--- config.mk ---
export PLATFORM = sky130hd
export DESIGN_NAME = utfm_monitor
export DESIGN_NICKNAME = d
export VERILOG_FILES = /design/src/rtl/utfm_pkg.sv /design/src/rtl/utfm_monitor.sv
export SDC_FILE = /design/constraint.sdc
export NUM_CORES = 1
export LEC_CHECK = 0
export BUFFER_PORTS_ARGS = -buffer_cell sky130_fd_sc_hd__buf_2
export CAP_MARGIN = 20
export CORE_MARGIN = 2
export CORE_UTILIZATION = 25
export DETAILED_ROUTE_END_ITERATION = 7
export GPL_ROUTABILITY_DRIVEN = 0
export PLACE_DENSITY = 0.54
export RECOVER_POWER = 100
export SYNTH_ARGS = -nofsm -noshare
export SYNTH_HDL_FRONTEND = slang
export SYNTH_SLANG_ARGS = --single-unit
--- constraint.sdc ---
create_clock -name clk -period 1.65 [get_ports clk]
set_clock_uncertainty 0.15 [all_clocks]
set_input_delay 0.33 -clock clk [delete_from_list [all_inputs] [get_ports clk]]
set_output_delay 0.33 -clock clk [all_outputs]
set_load 0.01 [all_outputs]
--- src/rtl/utfm_pkg.sv ---
// Package of offsets, field positions and reset values for the flag monitor
package utfm_pkg;
	localparam logic [7:0] UTFM_OFF_CONTROL   = 8'h04;
	localparam logic [7:0] UTFM_OFF_DEV_ADDR  = 8'h08;
	localparam logic [7:0] UTFM_OFF_FLAGS     = 8'h1C;
	localparam logic [7:0] UTFM_OFF_HOLD      = 8'h20;
	localparam logic [7:0] UTFM_OFF_MASKS     = 8'h24;
	localparam logic [7:0] UTFM_OFF_FRAME     = 8'h28;
	localparam logic [7:0] UTFM_OFF_PID       = 8'h2C;
	localparam logic [7:0] UTFM_OFF_ENDPOINT  = 8'h30;
	localparam logic [7:0] UTFM_OFF_EP_MARK   = 8'h34;
	localparam logic [7:0] UTFM_OFF_OTG_MASK  = 8'h38;
	localparam logic [7:0] UTFM_OFF_PWRSIG    = 8'h3C;

	localparam int UTFM_NFLAGS    = 7;
	localparam int UTFM_BIT_TOKEN = 6;
	localparam int UTFM_BIT_SE0   = 5;
	localparam int UTFM_BIT_K     = 4;
	localparam int UTFM_BIT_J     = 3;
	localparam int UTFM_BIT_CRC16 = 2;
	localparam int UTFM_BIT_RXACT = 1;
	localparam int UTFM_BIT_RXERR = 0;
	localparam int UTFM_BIT_DECODE_EN = 2;
	localparam int UTFM_BIT_EP_VALID  = 4;
	localparam int UTFM_PWRSIG_W      = 9;

	localparam logic [1:0] UTFM_LS_SE0 = 2'h0;
	localparam logic [1:0] UTFM_LS_J   = 2'h1;
	localparam logic [1:0] UTFM_LS_K   = 2'h2;

	localparam logic [4:0] UTFM_EP_MARK_OR = 5'h10;
	localparam logic [31:0] UTFM_RESET_ZERO = 32'h0000_0000;
endpackage : utfm_pkg

--- src/rtl/utfm_monitor.sv ---
// Line and error flag monitor with port masks, frame count and token capture
//
// Contract
// - Flag 6 sets on a token with good CRC5, PID check and address match.
// - Flag 5 sets when decoded line state is SE0.
// - Flag 4 sets when decoded line state is K.
// - Flag 3 sets when decoded line state is J.
// - Flag 2 sets when a data packet fails CRC16.
// - Flag 1 follows the RxActive input level.
// - Flag 0 follows the RxError input level.
// - Non-held flags 6:2 clear when the next packet arrives.
// - Hold bits 6:0 keep a flag set until software writes 1.
// - Non-held flags 1:0 are overwritten by later condition changes.
// - Flag port a is OR of flags selected by mask bits 7:0.
// - Flag port b is OR of flags selected by mask bits 15:8.
// - Flag port c is OR of flags selected by mask bits 23:16.
// - Flag port d is OR of flags selected by mask bits 31:24.
// - Readable, writable 11-bit frame counter, high 10:8, low 7:0.
// - Last received 4-bit PID kept in read-only bits 3:0.
// - Endpoint of last token that sets flag 6 (good checks, address match) copied to read-only bits 3:0.
// - Bit 4 shows the captured endpoint field holds a valid value.
// - Per-endpoint mark bits 15:0; marked endpoint presented ORed with 0x10.
// - Tokens compared with 7-bit programmable address, zero after reset.
// - Line state decoded only while control bit 2 is set.
//
// The address-and-strobe port was chosen for this implementation.
`timescale 1ns/10ps
`default_nettype none

module utfm_monitor
	import utfm_pkg::*;
(
	// Clock and reset
	input  wire logic        clk,
	input  wire logic        arst_n,
	// Register port
	input  wire logic [7:0]  reg_addr,
	input  wire logic [31:0] reg_wdata,
	input  wire logic        reg_wr,
	input  wire logic        reg_rd,
	output var  logic [31:0] reg_rdata,
	// Transceiver status
	input  wire logic [1:0]  line_state,
	input  wire logic        rx_active,
	input  wire logic        rx_error,
	// Packet decoder events
	input  wire logic        pkt_start,
	input  wire logic        pid_valid,
	input  wire logic [3:0]  pid_value,
	input  wire logic        token_valid,
	input  wire logic        token_crc5_ok,
	input  wire logic        token_pid_ok,
	input  wire logic [6:0]  token_addr,
	input  wire logic [3:0]  token_endp,
	input  wire logic        data_crc16_bad,
	input  wire logic        sof_valid,
	input  wire logic [10:0] sof_number,
	// Flag port outputs
	output var  logic        flag_port_a,
	output var  logic        flag_port_b,
	output var  logic        flag_port_c,
	output var  logic        flag_port_d,
	// Endpoint presented on the receive port
	output var  logic [4:0]  rx_endpoint
);

	////////////////////////////////////////////////////////////////////////
	// Registers

	logic [7:0]             control_q;
	logic [6:0]             dev_addr_q;
	logic [UTFM_NFLAGS-1:0] flags_q;
	logic [UTFM_NFLAGS-1:0] flags_d;
	logic [UTFM_NFLAGS-1:0] flag_hold_bits_q;
	logic [31:0]            masks_q;
	logic [10:0]            frame_count_q;
	logic [3:0]             last_pid_field_q;
	logic [3:0]             last_endpoint_field_q;
	logic                   endpoint_valid_bit_q;
	logic [15:0]            ep_mark_q;
	logic [31:0]            otg_status_mask_bits_q;
	logic [UTFM_PWRSIG_W-1:0] power_signal_q;
	logic [UTFM_NFLAGS-1:0] event_set;
	logic [UTFM_NFLAGS-1:0] level_val;
	logic [UTFM_NFLAGS-1:0] is_level;
	logic                   token_hit;
	logic                   decode_en;

	function automatic logic wr_hit(input logic [7:0] off);
		wr_hit = reg_wr && (reg_addr == off);
	endfunction : wr_hit

	////////////////////////////////////////////////////////////////////////
	// Condition decode

	assign decode_en = control_q[UTFM_BIT_DECODE_EN];
	assign token_hit = token_valid && token_crc5_ok && token_pid_ok
		&& (token_addr == dev_addr_q);

	always_comb begin
		event_set = '0;
		level_val = '0;
		is_level  = '0;
		event_set[UTFM_BIT_TOKEN] = token_hit;
		event_set[UTFM_BIT_SE0] = decode_en && (line_state == UTFM_LS_SE0);
		event_set[UTFM_BIT_K] = decode_en && (line_state == UTFM_LS_K);
		event_set[UTFM_BIT_J] = decode_en && (line_state == UTFM_LS_J);
		event_set[UTFM_BIT_CRC16] = data_crc16_bad;
		is_level[UTFM_BIT_RXACT]  = 1'b1;
		level_val[UTFM_BIT_RXACT] = rx_active;
		is_level[UTFM_BIT_RXERR]  = 1'b1;
		level_val[UTFM_BIT_RXERR] = rx_error;
		event_set[UTFM_BIT_RXACT] = rx_active;
		event_set[UTFM_BIT_RXERR] = rx_error;
	end

	////////////////////////////////////////////////////////////////////////
	// Flag update, one bit at a time

	genvar gi;
	generate
		for (gi = 0; gi < UTFM_NFLAGS; gi++) begin : g_flag
			always_comb begin
				flags_d[gi] = flags_q[gi];
				if (flag_hold_bits_q[gi]) begin
					if (wr_hit(UTFM_OFF_FLAGS) && reg_wdata[gi])
						flags_d[gi] = 1'b0;
					if (event_set[gi])
						flags_d[gi] = 1'b1;
				end else begin
					if (pkt_start)
						flags_d[gi] = 1'b0;
					if (wr_hit(UTFM_OFF_FLAGS) && reg_wdata[gi])
						flags_d[gi] = 1'b0;
					if (is_level[gi])
						flags_d[gi] = level_val[gi];
					else if (event_set[gi])
						flags_d[gi] = 1'b1;
				end
			end
		end
	endgenerate

	always_ff @(posedge clk or negedge arst_n) begin
		if (!arst_n)
			flags_q <= '0;
		else
			flags_q <= flags_d;
	end

	////////////////////////////////////////////////////////////////////////
	// Software registers

	always_ff @(posedge clk or negedge arst_n) begin
		if (!arst_n) begin
			control_q              <= '0;
			dev_addr_q             <= '0;
			flag_hold_bits_q       <= '0;
			masks_q                <= UTFM_RESET_ZERO;
			ep_mark_q              <= '0;
			otg_status_mask_bits_q <= UTFM_RESET_ZERO;
			power_signal_q         <= '0;
		end else if (reg_wr) begin
			case (reg_addr)
				UTFM_OFF_CONTROL:  control_q <= reg_wdata[7:0];
				UTFM_OFF_DEV_ADDR: dev_addr_q <= reg_wdata[6:0];
				UTFM_OFF_HOLD:     flag_hold_bits_q <= reg_wdata[6:0];
				UTFM_OFF_MASKS:    masks_q <= reg_wdata;
				UTFM_OFF_EP_MARK:  ep_mark_q <= reg_wdata[15:0];
				UTFM_OFF_OTG_MASK: otg_status_mask_bits_q <= reg_wdata;
				UTFM_OFF_PWRSIG:   power_signal_q <= reg_wdata[8:0];
				default: ;
			endcase
		end
	end

	////////////////////////////////////////////////////////////////////////
	// Frame counter

	always_ff @(posedge clk or negedge arst_n) begin
		if (!arst_n)
			frame_count_q <= '0;
		else if (sof_valid)
			frame_count_q <= sof_number;
		else if (wr_hit(UTFM_OFF_FRAME))
			frame_count_q <= reg_wdata[10:0];
	end

	////////////////////////////////////////////////////////////////////////
	// PID and endpoint capture

	always_ff @(posedge clk or negedge arst_n) begin
		if (!arst_n)
			last_pid_field_q <= '0;
		else if (pid_valid)
			last_pid_field_q <= pid_value;
	end

	always_ff @(posedge clk or negedge arst_n) begin
		if (!arst_n) begin
			last_endpoint_field_q <= '0;
			endpoint_valid_bit_q  <= 1'b0;
			rx_endpoint           <= '0;
		end else if (token_hit) begin
			last_endpoint_field_q <= token_endp;
			endpoint_valid_bit_q  <= 1'b1;
			if (ep_mark_q[token_endp])
				rx_endpoint <= {1'b0, token_endp} | UTFM_EP_MARK_OR;
			else
				rx_endpoint <= {1'b0, token_endp};
		end
	end

	////////////////////////////////////////////////////////////////////////
	// Flag ports

	always_ff @(posedge clk or negedge arst_n) begin
		if (!arst_n) begin
			flag_port_a <= 1'b0;
			flag_port_b <= 1'b0;
			flag_port_c <= 1'b0;
			flag_port_d <= 1'b0;
		end else begin
			flag_port_a <= |(flags_d & masks_q[6:0]);
			flag_port_b <= |(flags_d & masks_q[14:8]);
			flag_port_c <= |(flags_d & masks_q[22:16]);
			flag_port_d <= |(flags_d & masks_q[30:24]);
		end
	end

	////////////////////////////////////////////////////////////////////////
	// Read data

	always_ff @(posedge clk or negedge arst_n) begin
		if (!arst_n)
			reg_rdata <= '0;
		else if (reg_rd) begin
			case (reg_addr)
				UTFM_OFF_CONTROL:  reg_rdata <= {24'h000000, control_q};
				UTFM_OFF_DEV_ADDR: reg_rdata <= {25'h0, dev_addr_q};
				UTFM_OFF_FLAGS:    reg_rdata <= {25'h0, flags_q};
				UTFM_OFF_HOLD:     reg_rdata <= {25'h0, flag_hold_bits_q};
				UTFM_OFF_MASKS:    reg_rdata <= masks_q;
				UTFM_OFF_FRAME:    reg_rdata <= {21'h0, frame_count_q};
				UTFM_OFF_PID:      reg_rdata <= {28'h0, last_pid_field_q};
				UTFM_OFF_ENDPOINT: reg_rdata <= {27'h0,
					endpoint_valid_bit_q, last_endpoint_field_q};
				UTFM_OFF_EP_MARK:  reg_rdata <= {16'h0000, ep_mark_q};
				UTFM_OFF_OTG_MASK: reg_rdata <= otg_status_mask_bits_q;
				UTFM_OFF_PWRSIG:   reg_rdata <= {23'h0, power_signal_q};
				default:           reg_rdata <= '0;
			endcase
		end else
			reg_rdata <= '0;
	end

endmodule : utfm_monitor

`default_nettype wire

==> metrics.txt <==
outcome finished, violations left; violated checks negative setup slack; row cnt 64; slowest cell on the critical path mux4_2; Area Overhead vs Synth 43.68%; drt wl/cell 20.52 µm; Worst R2R End rx_endpoint[4]; Leak 5.252 nW; internal reg-to-reg setup slack -0.22 ns; synth warn 0; post-synth top area share 0.5654; Post-Syn Area per Cell 13.47 µm²; fin area roughly 11000 µm²; worst path required time 1.83 ns; area of the mapped netlist 7745 µm²; grt ovf 0; Reg2Reg Depth 3; vias approximately 6100; Initial Utilization 0.2539; CTS Root Cell clkbuf_16; Post-Synth XOR/XNOR Area 0.009047; CTS clk-pin slew, worst paths approximately 0.080 ns; minimum clock period between 1.5 and 2 ns; dominant cell type by area after synthesis dfrtp_1; RSZ-0062 raised after global routing yes; router iterations before antenna repair 5; Tightest Hold Check Type input port to flip-flop; # clock sinks 175; antenna violations before repair 3; fin crit share 1.132; Yosys cell types 53; mux cell area share after synthesis 0.2165; critical path arrival just over 2 ns; relative slew slack 0.5901; Main synth FF type dfrtp_1; sequential area share after synthesis 0.5654; core area 30510 µm²; first-pass GRT wire length 39860 µm; number of global-route vias before repair about 6500; simple-gate share of the synthesized area 0.07447; antenna viol nets, final 0; Final HPWL DP around 19000 µm; Least-Margin Pin Slew 0.6149 ns; most frequent cell after synthesis dfrtp_1; Area contributors post-synth dfrtp_1, mux2_2, a22oi_1, a222oi_1, mux4_2; die width 180.0 µm; most frequent cells after synthesis dfrtp_1, mux2_2, a22oi_1, nor2_1, nand2_1; H-Tree Depth 4; Final Setup Violations 69; Clock Latency Late Sink 0.44 ns; max-slew violations 0; Final nets just over 900; Mapped Cells 575; Via-to-Cell Ratio 4.819; Placed Area just under 10000 µm²; CTS tree built; largest family of logic cells by synthesized area multiplexers; Die Span Y 180.0 µm; critical path launch point ep_mark_q[15]; Total GRT Usage 0.1616; initial DRC count 374; worst setup margin -0.2172 ns; Num CTS Buffers 17; worst setup path class flip-flop to flip-flop; Fmax between 500 and 600 MHz; number of synthesized flops with an enable pin 0; largest net degree at the start of global routing 52; crit path capture rx_endpoint[4]; beginning of the worst register-to-register path ep_mark_q[15]; Critical Path, Cell by Cell mux4_2 -> mux4_2 -> mux2_2; power per cell area 850.2 nW/µm²; CP max stage delay 0.48 ns; die area approximately 32000 µm²; Hold Vio Cnt, Final 0; flops & latches, synth roughly 180; Max-cap violations 0; Post-synth ARST share 1.000; adder-cell area share of the yosys netlist 0; drt total wl 25940 µm; total power about 0.0095 W; crit path max fanout 2; PortBufs 121; crit path launch type flip-flop; Synth Area in Compound Gates 0.1082; minimum hold slack 0.01908 ns; layout cells sized above 1 0.4913; I/O pins approximately 120; Synthesized Nets between 600 and 700; CP Capture Type flip-flop; Top cell by count, worst path mux4_2; peak supply drop about 0.65 mV; setup_tns -2.901 ns; DRC viols 0; CTS Buffer Depth 2
how the worst min path moves through the flow:
stage	startpoint	end	cells after the start
2_1_floorplan	arst_n	control_q[0]	0
3_3_place_gp	arst_n	reg_rdata[7]	1
3_5_place_dp	arst_n	reg_rdata[7]	1
4_1_cts	reg_wdata[12]	masks_q[12]	2
5_1_grt	reg_wdata[12]	otg_status_mask_bits_q[12]	2
6_report	reg_wdata[12]	masks_q[12]	2
power breakdown:
group	switching (W)	internal, W	total, W
Clock	0.00191	0.00201	0.00392
Sequential	0.000140	0.00447	0.00461
Combinational	0.000447	0.000486	0.000933
flip-flops by register name, summed over array words and instances, names as in the netlist:
signal / flops
control_q: 8
dev_addr_q: 7
endpoint_valid_bit_q: 1
ep_mark_q: 16
flag_hold_bits_q: 7
flag_port_a: 1
flag_port_b: 1
flag_port_c: 1
flag_port_d: 1
flags_q: 7
frame_count_q: 11
last_pid_field_q: 4
masks_q: 32
otg_status_mask_bits_q: 32
power_signal_q: 9
reg_rdata: 32
rx_endpoint: 5
layout by cell type (no fill, tap or decap), drive strengths merged, types with 8 or more instances in the layout:
cell type,n
a22oi,41
dfrtp,175
nand2,28
buf,202
nand3,9
o21ai,18
clkinv,8
inv,9
mux2i,13
dlygate4sd3,37
mux2,123
nor2,30
clkbuf,73
a222oi,14
metal layers:
metal  global-route usage  vias up  routed length [µm]  share of wire
li1                     -     2764                   -              -
met5                    0        -                  21        0.00081
met4              0.06355        4                 629          0.024
met2               0.2503      180               11890           0.46
met3              0.03698       42                1275          0.049
met1               0.2194     3101               12130           0.47
cells by family after synthesis:
| logic type | after synthesis |
|---|---|
| compound gates | 114 |
| mux | 142 |
| simple gates | 99 |
| flops | 175 |
| buf+inv | 37 |
| xor+xnor | 8 |
cell type report:
class | instances | area, µm²
multi-input cells | 363 | 3436
repair buffers | 295 | 2232
flip-flops and latches | 175 | 4379
well taps | 396 | 495.5
clock buffers | 17 | 425.4
inverters | 2 | 7.507
fillers | 3006 | 19380
diodes | 1 | 2.502
clock inverters | 15 | 150.1
worst max-delay path, delay by kind of cell, from the launching register on:
family  cells  cell delay [ns]
muxes       3             1.23
DFF         1             0.38
per-stage QoR:
step / setup slack [ns] / util / std cells
detailed placement: -0.6445 / 0.3216 / 1177
global route: -0.2637 / 0.3647 / 1264
CTS: -0.2264 / 0.3618 / 1254
floorplan: -0.3827 / - / 575
finish: -0.2172 / 0.3647 / 1264
global placement: -0.6419 / 0.3216 / 1177
repair_timing:
action | 4_1_cts | 5_1_grt
buffers inserted | 8 | 7
endpoints found under the setup margin | 107 | 86
cloned | 1 | 2
endpoints found under the hold margin | 231 | 0
resized for setup | 37 | 36
pin swaps | 22 | 23
hold buffers | 37 | 0
(Power assumes the default switching activity.)
